$ cat config.mk
export PLATFORM = sky130hd
export DESIGN_NAME = hpc_host_port
export DESIGN_NICKNAME = d
export VERILOG_FILES = /design/src/hpc_pkg.sv /design/src/hpc_host_port.sv /design/src/hpc_fifo.sv
export SDC_FILE = /design/constraint.sdc
export NUM_CORES = 1
export LEC_CHECK = 0
export ABC_AREA = 0
export BUFFER_PORTS_ARGS = -buffer_cell sky130_fd_sc_hd__buf_2
export CAP_MARGIN = 0
export CORE_ASPECT_RATIO = 1.75
export CORE_UTILIZATION = 35
export CTS_CLUSTER_DIAMETER = 200
export DETAILED_ROUTE_END_ITERATION = 12
export SYNTH_ARGS = -nofsm -noshare
export SYNTH_HDL_FRONTEND = slang
export SYNTH_SLANG_ARGS = --single-unit
$ cat constraint.sdc
create_clock -name clk_in -period 14.6 [get_ports clk_in]
set_clock_uncertainty 0.15 [all_clocks]
set_input_delay 2.92 -clock clk_in [delete_from_list [all_inputs] [get_ports clk_in]]
set_output_delay 2.92 -clock clk_in [all_outputs]
set_load 0.005 [all_outputs]
$ cat src/hpc_pkg.sv
// Contract
// - control register is host bus only, 8 bits
// - bits 5, 6 depend on dsp mode select
// - mode low bits set: bits 6,5 mirror them
// - interrupt mode: rx enable requests while rx full
// - interrupt mode: tx enable requests while tx empty
// - other dsp dma modes ignore both enables
// - single pin ors requests; dual pins split them
// - dma: pins carry direction requests; both reserved
// - bit 2 selects shared pin functions
// - host flags writable by host, seen by dsp
// - byte order bit swaps high and low addresses
// - byte order only in mode 000; bit 6 zero
// - interrupt mode: acknowledge is vector acknowledge
// - dma: acknowledge strobes selected byte on bus
// - dma byte counter preloaded, address line 2 high
// - counter advances, reloads after low byte
// - one dsp word event per whole dma word
// - init bit self-clears after command
// - init acts per request enables
// - rx full sets on word move, clears last read
// - tx empty sets on word move, clears last write
package hpc_pkg;
    localparam int          BYTE_W      = 8;
    localparam int          WORD_W      = 24;
    localparam int          FIFO_DEPTH  = 8;
    localparam logic [2:0]  ADDR_CTRL   = 3'h0;
    localparam logic [2:0]  ADDR_STAT   = 3'h2;
    localparam logic [2:0]  ADDR_FIRST  = 3'h5;
    localparam logic [2:0]  ADDR_MID    = 3'h6;
    localparam logic [2:0]  ADDR_LAST   = 3'h7;
    localparam logic [2:0]  MODE_PLAIN  = 3'h0;
    localparam logic [2:0]  MODE_HOSTDMA = 3'h4;
    localparam logic [1:0]  XFER_INT    = 2'h0;
    localparam logic [1:0]  CNT_LOW     = 2'h3;
    localparam int          B_RX_EN     = 0;
    localparam int          B_TX_EN     = 1;
    localparam int          B_DUAL      = 2;
    localparam int          B_FLAG0     = 3;
    localparam int          B_FLAG1     = 4;
    localparam int          B_ORDER     = 5;
    localparam int          B_XFER_HI   = 6;
    localparam int          B_INIT      = 7;
    localparam int          B_STAT_REQ  = 7;
    localparam logic [7:0]  BYTE_ZERO   = 8'h00;

    typedef struct packed {
        logic [2:0]  rd_sync;
        logic [2:0]  wr_sync;
        logic [2:0]  ack_sync;
        logic        rd_lvl;
        logic        wr_lvl;
        logic        ack_lvl;
        logic [2:0]  addr_hold;
        logic [7:0]  data_hold;
        logic        rx_request_enable;
        logic        tx_request_enable;
        logic        dual_request_select;
        logic        host_flag_zero;
        logic        host_flag_one;
        logic        bit5;
        logic        bit6;
        logic        init;
        logic [1:0]  cnt;
        logic        rx_bytes_full;
        logic        tx_bytes_empty;
        logic        tx_push;
        logic [23:0] rx_bytes;
        logic [23:0] tx_bytes;
        logic [23:0] dsp_to_host_word;
        logic        dsp_tx_full;
        logic [7:0]  rd_data;
        logic        drive;
        logic        rx_event;
        logic        tx_event;
        logic        vec_ack;
    } hpc_state_t;
endpackage : hpc_pkg

$ cat src/hpc_host_port.sv
`timescale 1ns/1ps
module hpc_host_port (
    input  wire logic        clk_in,              // 200 MHz clock
    input  wire logic        reset_in,            // async reset, high
    input  wire logic        host_read_in,        // host read strobe
    input  wire logic        host_write_in,       // host write strobe
    input  wire logic [2:0]  host_addr_in,        // host address lines
    input  wire logic [7:0]  host_data_in,        // host data bus in
    output logic [7:0]       host_data_out,       // host data bus out
    output logic             host_data_oe_out,    // drive data bus
    output logic             request_pin_out,     // request or tx req
    input  wire logic        ack_pin_in,          // ack / rx req pin in
    output logic             ack_pin_out,         // rx request level
    output logic             ack_pin_oe_out,      // drive rx request
    output logic             vector_ack_out,      // vectored ack pulse
    input  wire logic [2:0]  dsp_mode_select_in,  // dsp-side mode
    output logic             host_flag_zero_out,  // status flag 0
    output logic             host_flag_one_out,   // status flag 1
    input  wire logic [23:0] dsp_tx_word_in,      // dsp word to host
    input  wire logic        dsp_tx_load_in,      // load dsp word
    output logic             dsp_tx_word_empty_out, // dsp word free
    output logic             dsp_tx_event_out,    // word moved to host
    output logic [23:0]      dsp_rx_word_out,     // word from host
    output logic             dsp_rx_word_full_out,  // word waiting
    input  wire logic        dsp_rx_read_in,      // dsp takes word
    output logic             dsp_rx_event_out     // word from host in
);
    hpc_pkg::hpc_state_t s_reg;
    hpc_pkg::hpc_state_t s_next;

    logic       fifo_ready;
    logic       fifo_flush;
    logic       mode_plain;
    logic       mode_low_set;
    logic       mode_hostdma;
    logic [1:0] xfer_mode;
    logic       int_mode;
    logic       dma_mode;
    logic       rx_dir;
    logic       tx_dir;
    logic       rx_req;
    logic       tx_req;
    logic       order_swap;
    logic       rd_done;
    logic       wr_done;
    logic       dma_done;
    logic       ack_rise;
    logic [2:0] eff_addr;
    logic [1:0] byte_idx;
    logic [7:0] ctrl_view;
    logic [7:0] stat_view;
    logic [7:0] read_val;

    hpc_fifo #(
        .WIDTH (hpc_pkg::WORD_W),
        .DEPTH (hpc_pkg::FIFO_DEPTH)
    ) u_fifo (
        .clk_in        (clk_in),
        .reset_in      (reset_in),
        .flush_in      (fifo_flush),
        .in_valid_in   (s_reg.tx_push),
        .in_ready_out  (fifo_ready),
        .in_data_in    (s_reg.tx_bytes),
        .out_valid_out (dsp_rx_word_full_out),
        .out_ready_in  (dsp_rx_read_in),
        .out_data_out  (dsp_rx_word_out)
    );

    // mode decode
    always_comb begin
        mode_plain   = (dsp_mode_select_in == hpc_pkg::MODE_PLAIN);
        mode_low_set = |dsp_mode_select_in[1:0];
        mode_hostdma = (dsp_mode_select_in == hpc_pkg::MODE_HOSTDMA);
        xfer_mode    = mode_hostdma ? {s_reg.bit6, s_reg.bit5}
                                    : hpc_pkg::XFER_INT;
        int_mode     = mode_plain
                     | (mode_hostdma & (xfer_mode == hpc_pkg::XFER_INT));
        dma_mode     = mode_hostdma & (xfer_mode != hpc_pkg::XFER_INT);
        order_swap   = mode_plain & s_reg.bit5;
        rx_dir       = s_reg.rx_request_enable & ~s_reg.tx_request_enable;
        tx_dir       = s_reg.tx_request_enable & ~s_reg.rx_request_enable;
    end

    // request generation; other dsp dma modes raise nothing
    always_comb begin
        rx_req = 1'b0;
        tx_req = 1'b0;
        if (int_mode) begin
            rx_req = s_reg.rx_request_enable & s_reg.rx_bytes_full;
            tx_req = s_reg.tx_request_enable & s_reg.tx_bytes_empty;
        end else if (dma_mode) begin
            rx_req = rx_dir & s_reg.rx_bytes_full;
            tx_req = tx_dir & s_reg.tx_bytes_empty;
        end
    end

    // shared pin functions
    always_comb begin
        if (s_reg.dual_request_select) begin
            request_pin_out = tx_req;
            ack_pin_out     = rx_req;
            ack_pin_oe_out  = 1'b1;
        end else begin
            request_pin_out = rx_req | tx_req;
            ack_pin_out     = 1'b0;
            ack_pin_oe_out  = 1'b0;
        end
    end

    // register views
    always_comb begin
        ctrl_view = {s_reg.init, 2'b00, s_reg.host_flag_one,
                     s_reg.host_flag_zero, s_reg.dual_request_select,
                     s_reg.tx_request_enable, s_reg.rx_request_enable};
        if (mode_low_set) begin
            ctrl_view[hpc_pkg::B_XFER_HI] = dsp_mode_select_in[1];
            ctrl_view[hpc_pkg::B_ORDER]   = dsp_mode_select_in[0];
        end else if (mode_hostdma) begin
            ctrl_view[hpc_pkg::B_XFER_HI] = s_reg.bit6;
            ctrl_view[hpc_pkg::B_ORDER]   = s_reg.bit5;
        end else if (mode_plain) begin
            ctrl_view[hpc_pkg::B_ORDER]   = s_reg.bit5;
        end
        stat_view = {(rx_req | tx_req), 4'h0,
                     s_reg.tx_bytes_empty & ~dsp_rx_word_full_out,
                     s_reg.tx_bytes_empty, s_reg.rx_bytes_full};
    end

    // byte selection: dma uses the counter with address line 2 high
    always_comb begin
        eff_addr = s_reg.addr_hold;
        if (dma_mode & s_reg.ack_lvl) begin
            eff_addr = {1'b1, s_reg.cnt};
        end
        byte_idx = eff_addr[1:0] - 2'h1;
        if (order_swap) begin
            byte_idx = 2'h2 - byte_idx;
        end
        case (eff_addr)
            hpc_pkg::ADDR_CTRL: read_val = ctrl_view;
            hpc_pkg::ADDR_STAT: read_val = stat_view;
            hpc_pkg::ADDR_FIRST,
            hpc_pkg::ADDR_MID,
            hpc_pkg::ADDR_LAST: begin
                read_val = s_reg.rx_bytes[(2'h2 - byte_idx) * 8 +: 8];
            end
            default: read_val = hpc_pkg::BYTE_ZERO;
        endcase
    end

    assign rd_done  = ~s_next.rd_lvl & s_reg.rd_lvl;
    assign wr_done  = ~s_next.wr_lvl & s_reg.wr_lvl;
    assign dma_done = dma_mode & s_reg.ack_lvl & ~s_next.ack_lvl;
    assign ack_rise = s_next.ack_lvl & ~s_reg.ack_lvl;
    assign fifo_flush = s_reg.init & s_reg.tx_request_enable;

    always_comb begin
        s_next = s_reg;
        s_next.rd_sync  = {s_reg.rd_sync[1:0], host_read_in};
        s_next.wr_sync  = {s_reg.wr_sync[1:0], host_write_in};
        s_next.ack_sync = {s_reg.ack_sync[1:0],
                           ack_pin_in & ~s_reg.dual_request_select};
        if (s_reg.rd_sync[1] == s_reg.rd_sync[2]) begin
            s_next.rd_lvl = s_reg.rd_sync[2];
        end
        if (s_reg.wr_sync[1] == s_reg.wr_sync[2]) begin
            s_next.wr_lvl = s_reg.wr_sync[2];
        end
        if (s_reg.ack_sync[1] == s_reg.ack_sync[2]) begin
            s_next.ack_lvl = s_reg.ack_sync[2];
        end
        if (s_reg.rd_lvl | s_reg.wr_lvl) begin
            s_next.addr_hold = host_addr_in;
            s_next.data_hold = host_data_in;
        end else if (s_reg.ack_lvl) begin
            s_next.data_hold = host_data_in;
        end
        s_next.rd_data  = read_val;
        s_next.drive    = s_reg.rd_lvl
                        | (dma_mode & rx_dir & s_reg.ack_lvl);
        s_next.rx_event = 1'b0;
        s_next.tx_event = 1'b0;
        s_next.vec_ack  = int_mode & ~s_reg.dual_request_select
                        & ack_rise & (rx_req | tx_req);

        if (!dma_mode) begin
            s_next.cnt = xfer_mode;
        end

        // control register write
        if (wr_done & (s_reg.addr_hold == hpc_pkg::ADDR_CTRL)) begin
            s_next.rx_request_enable   = s_reg.data_hold[hpc_pkg::B_RX_EN];
            s_next.tx_request_enable   = s_reg.data_hold[hpc_pkg::B_TX_EN];
            s_next.dual_request_select = s_reg.data_hold[hpc_pkg::B_DUAL];
            s_next.host_flag_zero = s_reg.data_hold[hpc_pkg::B_FLAG0];
            s_next.host_flag_one  = s_reg.data_hold[hpc_pkg::B_FLAG1];
            if (!mode_low_set) begin
                s_next.bit5 = s_reg.data_hold[hpc_pkg::B_ORDER];
            end
            if (mode_hostdma) begin
                s_next.bit6 = s_reg.data_hold[hpc_pkg::B_XFER_HI];
            end
            s_next.init = s_reg.data_hold[hpc_pkg::B_INIT];
        end

        // data byte write by host or by dma acknowledge
        if ((wr_done & s_reg.addr_hold[2] & (s_reg.addr_hold != 3'h4))
            | (dma_done & tx_dir)) begin
            s_next.tx_bytes[(2'h2 - byte_idx) * 8 +: 8] = s_reg.data_hold;
            if ((eff_addr == hpc_pkg::ADDR_LAST) & s_reg.tx_bytes_empty) begin
                s_next.tx_bytes[(2'h2 - byte_idx) * 8 +: 8] = s_reg.data_hold;
                s_next.tx_bytes_empty = 1'b0;
                s_next.tx_push        = 1'b1;
            end
        end

        // last byte read frees the receive bytes
        if (((rd_done & ~dma_mode) | (dma_done & rx_dir))
            & (eff_addr == hpc_pkg::ADDR_LAST)) begin
            s_next.rx_bytes_full = 1'b0;
        end

        if (dma_done) begin
            s_next.cnt = (s_reg.cnt == hpc_pkg::CNT_LOW) ? xfer_mode
                                                         : s_reg.cnt + 2'h1;
        end

        // word moves; one dsp event per whole word
        if (s_reg.tx_push & fifo_ready) begin
            s_next.tx_push        = 1'b0;
            s_next.tx_bytes_empty = 1'b1;
            s_next.rx_event       = 1'b1;
        end
        if (dsp_tx_load_in & ~s_reg.dsp_tx_full) begin
            s_next.dsp_to_host_word = dsp_tx_word_in;
            s_next.dsp_tx_full      = 1'b1;
        end
        if (s_reg.dsp_tx_full & ~s_reg.rx_bytes_full) begin
            s_next.rx_bytes      = s_reg.dsp_to_host_word;
            s_next.rx_bytes_full = 1'b1;
            s_next.dsp_tx_full   = dsp_tx_load_in;
            s_next.dsp_to_host_word = dsp_tx_word_in;
            s_next.tx_event      = 1'b1;
        end

        // initialize command, one cycle after the write
        if (s_reg.init) begin
            s_next.init = 1'b0;
            s_next.cnt  = xfer_mode;
            if (s_reg.rx_request_enable) begin
                s_next.rx_bytes_full = 1'b0;
                s_next.dsp_tx_full   = 1'b0;
                s_next.tx_event      = 1'b0;
            end
            if (s_reg.tx_request_enable) begin
                s_next.tx_bytes_empty = 1'b1;
                s_next.tx_push        = 1'b0;
                s_next.rx_event       = 1'b0;
            end
        end
    end

    always_ff @(posedge clk_in or posedge reset_in) begin
        if (reset_in) begin
            s_reg                <= '0;
            s_reg.tx_bytes_empty <= 1'b1;
        end else begin
            s_reg <= s_next;
        end
    end

    assign host_data_out         = s_reg.rd_data;
    assign host_data_oe_out      = s_reg.drive;
    assign vector_ack_out        = s_reg.vec_ack;
    assign host_flag_zero_out    = s_reg.host_flag_zero;
    assign host_flag_one_out     = s_reg.host_flag_one;
    assign dsp_tx_word_empty_out = ~s_reg.dsp_tx_full;
    assign dsp_tx_event_out      = s_reg.tx_event;
    assign dsp_rx_event_out      = s_reg.rx_event;
endmodule : hpc_host_port

$ cat src/hpc_fifo.sv
`timescale 1ns/1ps
module hpc_fifo #(
    parameter int WIDTH = 24,
    parameter int DEPTH = 8
) (
    input  wire logic             clk_in,       // clock
    input  wire logic             reset_in,     // async reset, high
    input  wire logic             flush_in,     // drop all entries
    input  wire logic             in_valid_in,  // write request
    output logic                  in_ready_out, // room available
    input  wire logic [WIDTH-1:0] in_data_in,   // write data
    output logic                  out_valid_out,// entry available
    input  wire logic             out_ready_in, // read accept
    output logic [WIDTH-1:0]      out_data_out  // head entry
);
    localparam int AW = $clog2(DEPTH);

    typedef struct packed {
        logic [DEPTH-1:0][WIDTH-1:0] mem;
        logic [AW-1:0]               wp;
        logic [AW-1:0]               rp;
        logic [AW:0]                 count;
    } hpc_fifo_state_t;

    hpc_fifo_state_t s_reg;
    hpc_fifo_state_t s_next;
    logic            push;
    logic            pop;

    assign in_ready_out  = (s_reg.count != (AW+1)'(DEPTH));
    assign out_valid_out = (s_reg.count != '0);
    assign out_data_out  = s_reg.mem[s_reg.rp];
    assign push          = in_valid_in & in_ready_out;
    assign pop           = out_valid_out & out_ready_in;

    always_comb begin
        s_next = s_reg;
        if (push) begin
            s_next.mem[s_reg.wp] = in_data_in;
            s_next.wp = (s_reg.wp == AW'(DEPTH - 1)) ? '0 : s_reg.wp + 1'b1;
        end
        if (pop) begin
            s_next.rp = (s_reg.rp == AW'(DEPTH - 1)) ? '0 : s_reg.rp + 1'b1;
        end
        s_next.count = s_reg.count + (AW+1)'(push) - (AW+1)'(pop);
        if (flush_in) begin
            s_next.wp    = '0;
            s_next.rp    = '0;
            s_next.count = '0;
        end
    end

    always_ff @(posedge clk_in or posedge reset_in) begin
        if (reset_in) begin
            s_reg <= '0;
        end else begin
            s_reg <= s_next;
        end
    end
endmodule : hpc_fifo

==> impl_metrics.json <==
{
  "totalPowerFinal_mw": 2.31,
  "via_per_inst": 5.19,
  "yosysWarnings": 0,
  "cts_max_level": 1,
  "leakagePower_nw": 7.99,
  "final_cells": 1638,
  "grt_pass1_wl_um": 53900,
  "vdd_ir_drop_max_uv": 108,
  "nets": 1130,
  "hpwl_um": 22100,
  "largest_register_ffs": 202,
  "pin_count": 88,
  "r2r_setup_slack_ps": 10420,
  "wl_per_cell_um": 20.4,
  "antenna_cells": 0,
  "cts_buffers": 30,
  "avgSynthCellArea_um2": 14.7,
  "post_cts_buffers": 0,
  "grt.total_usage_pct": 16.4,
  "gp_congestion": 0.858,
  "synth_area_leaders": "dfrtp_1, mux2_2, mux4_2",
  "synthFlopType": "dfrtp_1",
  "antenna_found_initial": 1,
  "worstSetupPathType": "input port to output port",
  "final-hold-violation-count": 0,
  "syn_inst": 992,
  "synth_top_cell_by_area": "dfrtp_1",
  "dieWidth_um": 156,
  "grt_max_degree": 107,
  "detail_route.first_pass.iterations": 4,
  "setup_viol": 0,
  "hold_ws_ps": 200,
  "syn_area_um2": 14600,
  "grt_setup_unrepaired": "false",
  "drc": 0,
  "drv_cap": 0,
  "tightest_slew_ps": 1040,
  "max_freq_ghz": 0.143,
  "powerDensity_nw_per_um2": 139,
  "drtIter0Drc": 363,
  "cts_root_buf": "clkbuf_16",
  "yosysMostFrequentCell": "dfrtp_1",
  "synth_edf_count": 0,
  "holdBufCountCts": 0,
  "cts_tree": "done",
  "synthTopCellsByCount": "dfrtp_1, mux2_2, mux4_2",
  "ant_nets": 0,
  "coreArea_um2": 41000,
  "post-route-min-period_ps": 7000,
  "slew_headroom_pct": 30.3,
  "grt_pass1_vias": 9410,
  "cts_buffer_depth": 3,
  "cts.sinks": 323,
  "hold_path.class": "register to register",
  "netlist.area_leader.share_pct": 55.2,
  "port-buffer-count": 87,
  "synth_fp_nets": 1057,
  "initial_core_util_pct": 35.7,
  "status": "completed",
  "arrival_ps": 3930,
  "fin_setup_tns_ps": 0,
  "gr-total-overflow": 0,
  "die_area_um2": 42600,
  "cp_data_required_time_ps": 11530,
  "crit_path_end_kind": "output port",
  "layout-drive-gt1-share_pct": 48.4,
  "via_count": 8506,
  "dp.cells": 1583,
  "nFillCells": 3856,
  "cts_resized": 0,
  "fin_crit_sh_pct": 47.9,
  "ys_async_sr_fraction_pct": 100,
  "clk_pin_slew_ps": 60,
  "yosysUniqueCellTypes": 69,
  "wl_um": 33400,
  "critPathMaxFanout": 7,
  "yosysSeqAreaShare_pct": 55.3,
  "final_max_slew_viol_count": 0,
  "synth_seq_cells": 323,
  "cp-start-kind": "input port",
  "clk_latency_ps": 560,
  "syn_to_final_growth_pct": 13.7,
  "fp-row-count": 98,
  "dieHeight_um": 272
}
[routing by layer]
metal  up-vias  track usage, %  wire, um
met5         -               0        13
met4         2            7.02      1150
met3        66            2.07      1150
met2       166            30.1     18000
met1      4478            18.9     13100
li1       3794               -         -
[cell families (layout without fill, tap and decap cells)]
group / after synthesis / count (layout) / share of synthesized area [%]
compound gates: 77 / 77 / 3.92
xor+xnor: 4 / 4 / 0.240
fa+ha+maj: 23 / 23 / 1.97
buf+inv: 73 / 169 / 2.43
flops: 323 / 323 / 55.3
mux: 351 / 351 / 30.7
simple gates: 141 / 141 / 5.35
[path summary, 6_finish.rpt]
path                                            endpoint  cells after the start             startpoint
max reg2reg                                     register                     11   s_reg[109]$_DFF_PP0_
min reg2reg                        s_next[120]$_DFF_PP0_                      0  s_next[119]$_DFF_PP0_
max                                      request_pin_out                      6  dsp_mode_select_in[2]
min in group asynchronous  u_fifo.s_reg[122]$_DFFE_PP0P_                      2               reset_in
min                                s_next[120]$_DFF_PP0_                      0  s_next[119]$_DFF_PP0_
max in group asynchronous    u_fifo.s_reg[5]$_DFFE_PP0P_                      3               reset_in
[power breakdown]
| group | switching [mW] | leakage [nW] | internal (mW) |
|---|---|---|---|
| logic | 0.203 | 3.12 | 0.185 |
| clock network | 0.343 | 0.516 | 0.477 |
| registers | 0.108 | 4.36 | 0.989 |
[worst max-delay path, cell delays in order]
cell and delay (ps):
buf_2 130, o21a_1 170, a21oi_1 320, a21oi_1 120, nor3_1 130, buf_2 130
[metrics by stage]
step	worst slack [ps]	utilization (%)	instance area [um^2]
after global placement	7650	38.0	15600
after detailed placement	7630	38.0	15600
after global routing	7460	40.6	16600
after CTS	7620	40.6	16600
final	7600	40.6	16600
after floorplan	2590	-	14600
[cell usage in the layout, fill, tap and decap left out, drive strengths merged, types with 2 or more instances in the layout]
cell      instances
dfrtp           322
mux2            300
buf             100
mux4             48
nand2            42
clkbuf           40
nor3             27
nor2             23
ha               19
a21oi            16
inv              13
nand3            11
clkinv           10
o21ai            10
nand4             9
a21bo             9
nor2b             7
a211oi            6
a21boi            5
a31oi             4
o31ai             4
nand2b            3
mux2i             3
a21o              3
xnor2             3
maj3              3
clkinvlp          3
bufinv            3
nor3b             3
nor4b             3
o21a              2
o2111ai           2
or3               2
a211o             2
nand4b            2
o211ai            2
a32o              2
and2              2
and3              2
[final cells by class]
type | instances | area, um^2 | area share (%)
inverter | 14 | 61.3 | 0.369
sequential | 323 | 8090 | 48.7
timing repair buffer | 100 | 533 | 3.21
multi-input combinational | 596 | 6190 | 37.3
clock buffer | 40 | 880 | 5.30
clock inverter | 15 | 173 | 1.04
tap | 550 | 688 | 4.14
Note: power is estimated with default switching activity, not from simulation.
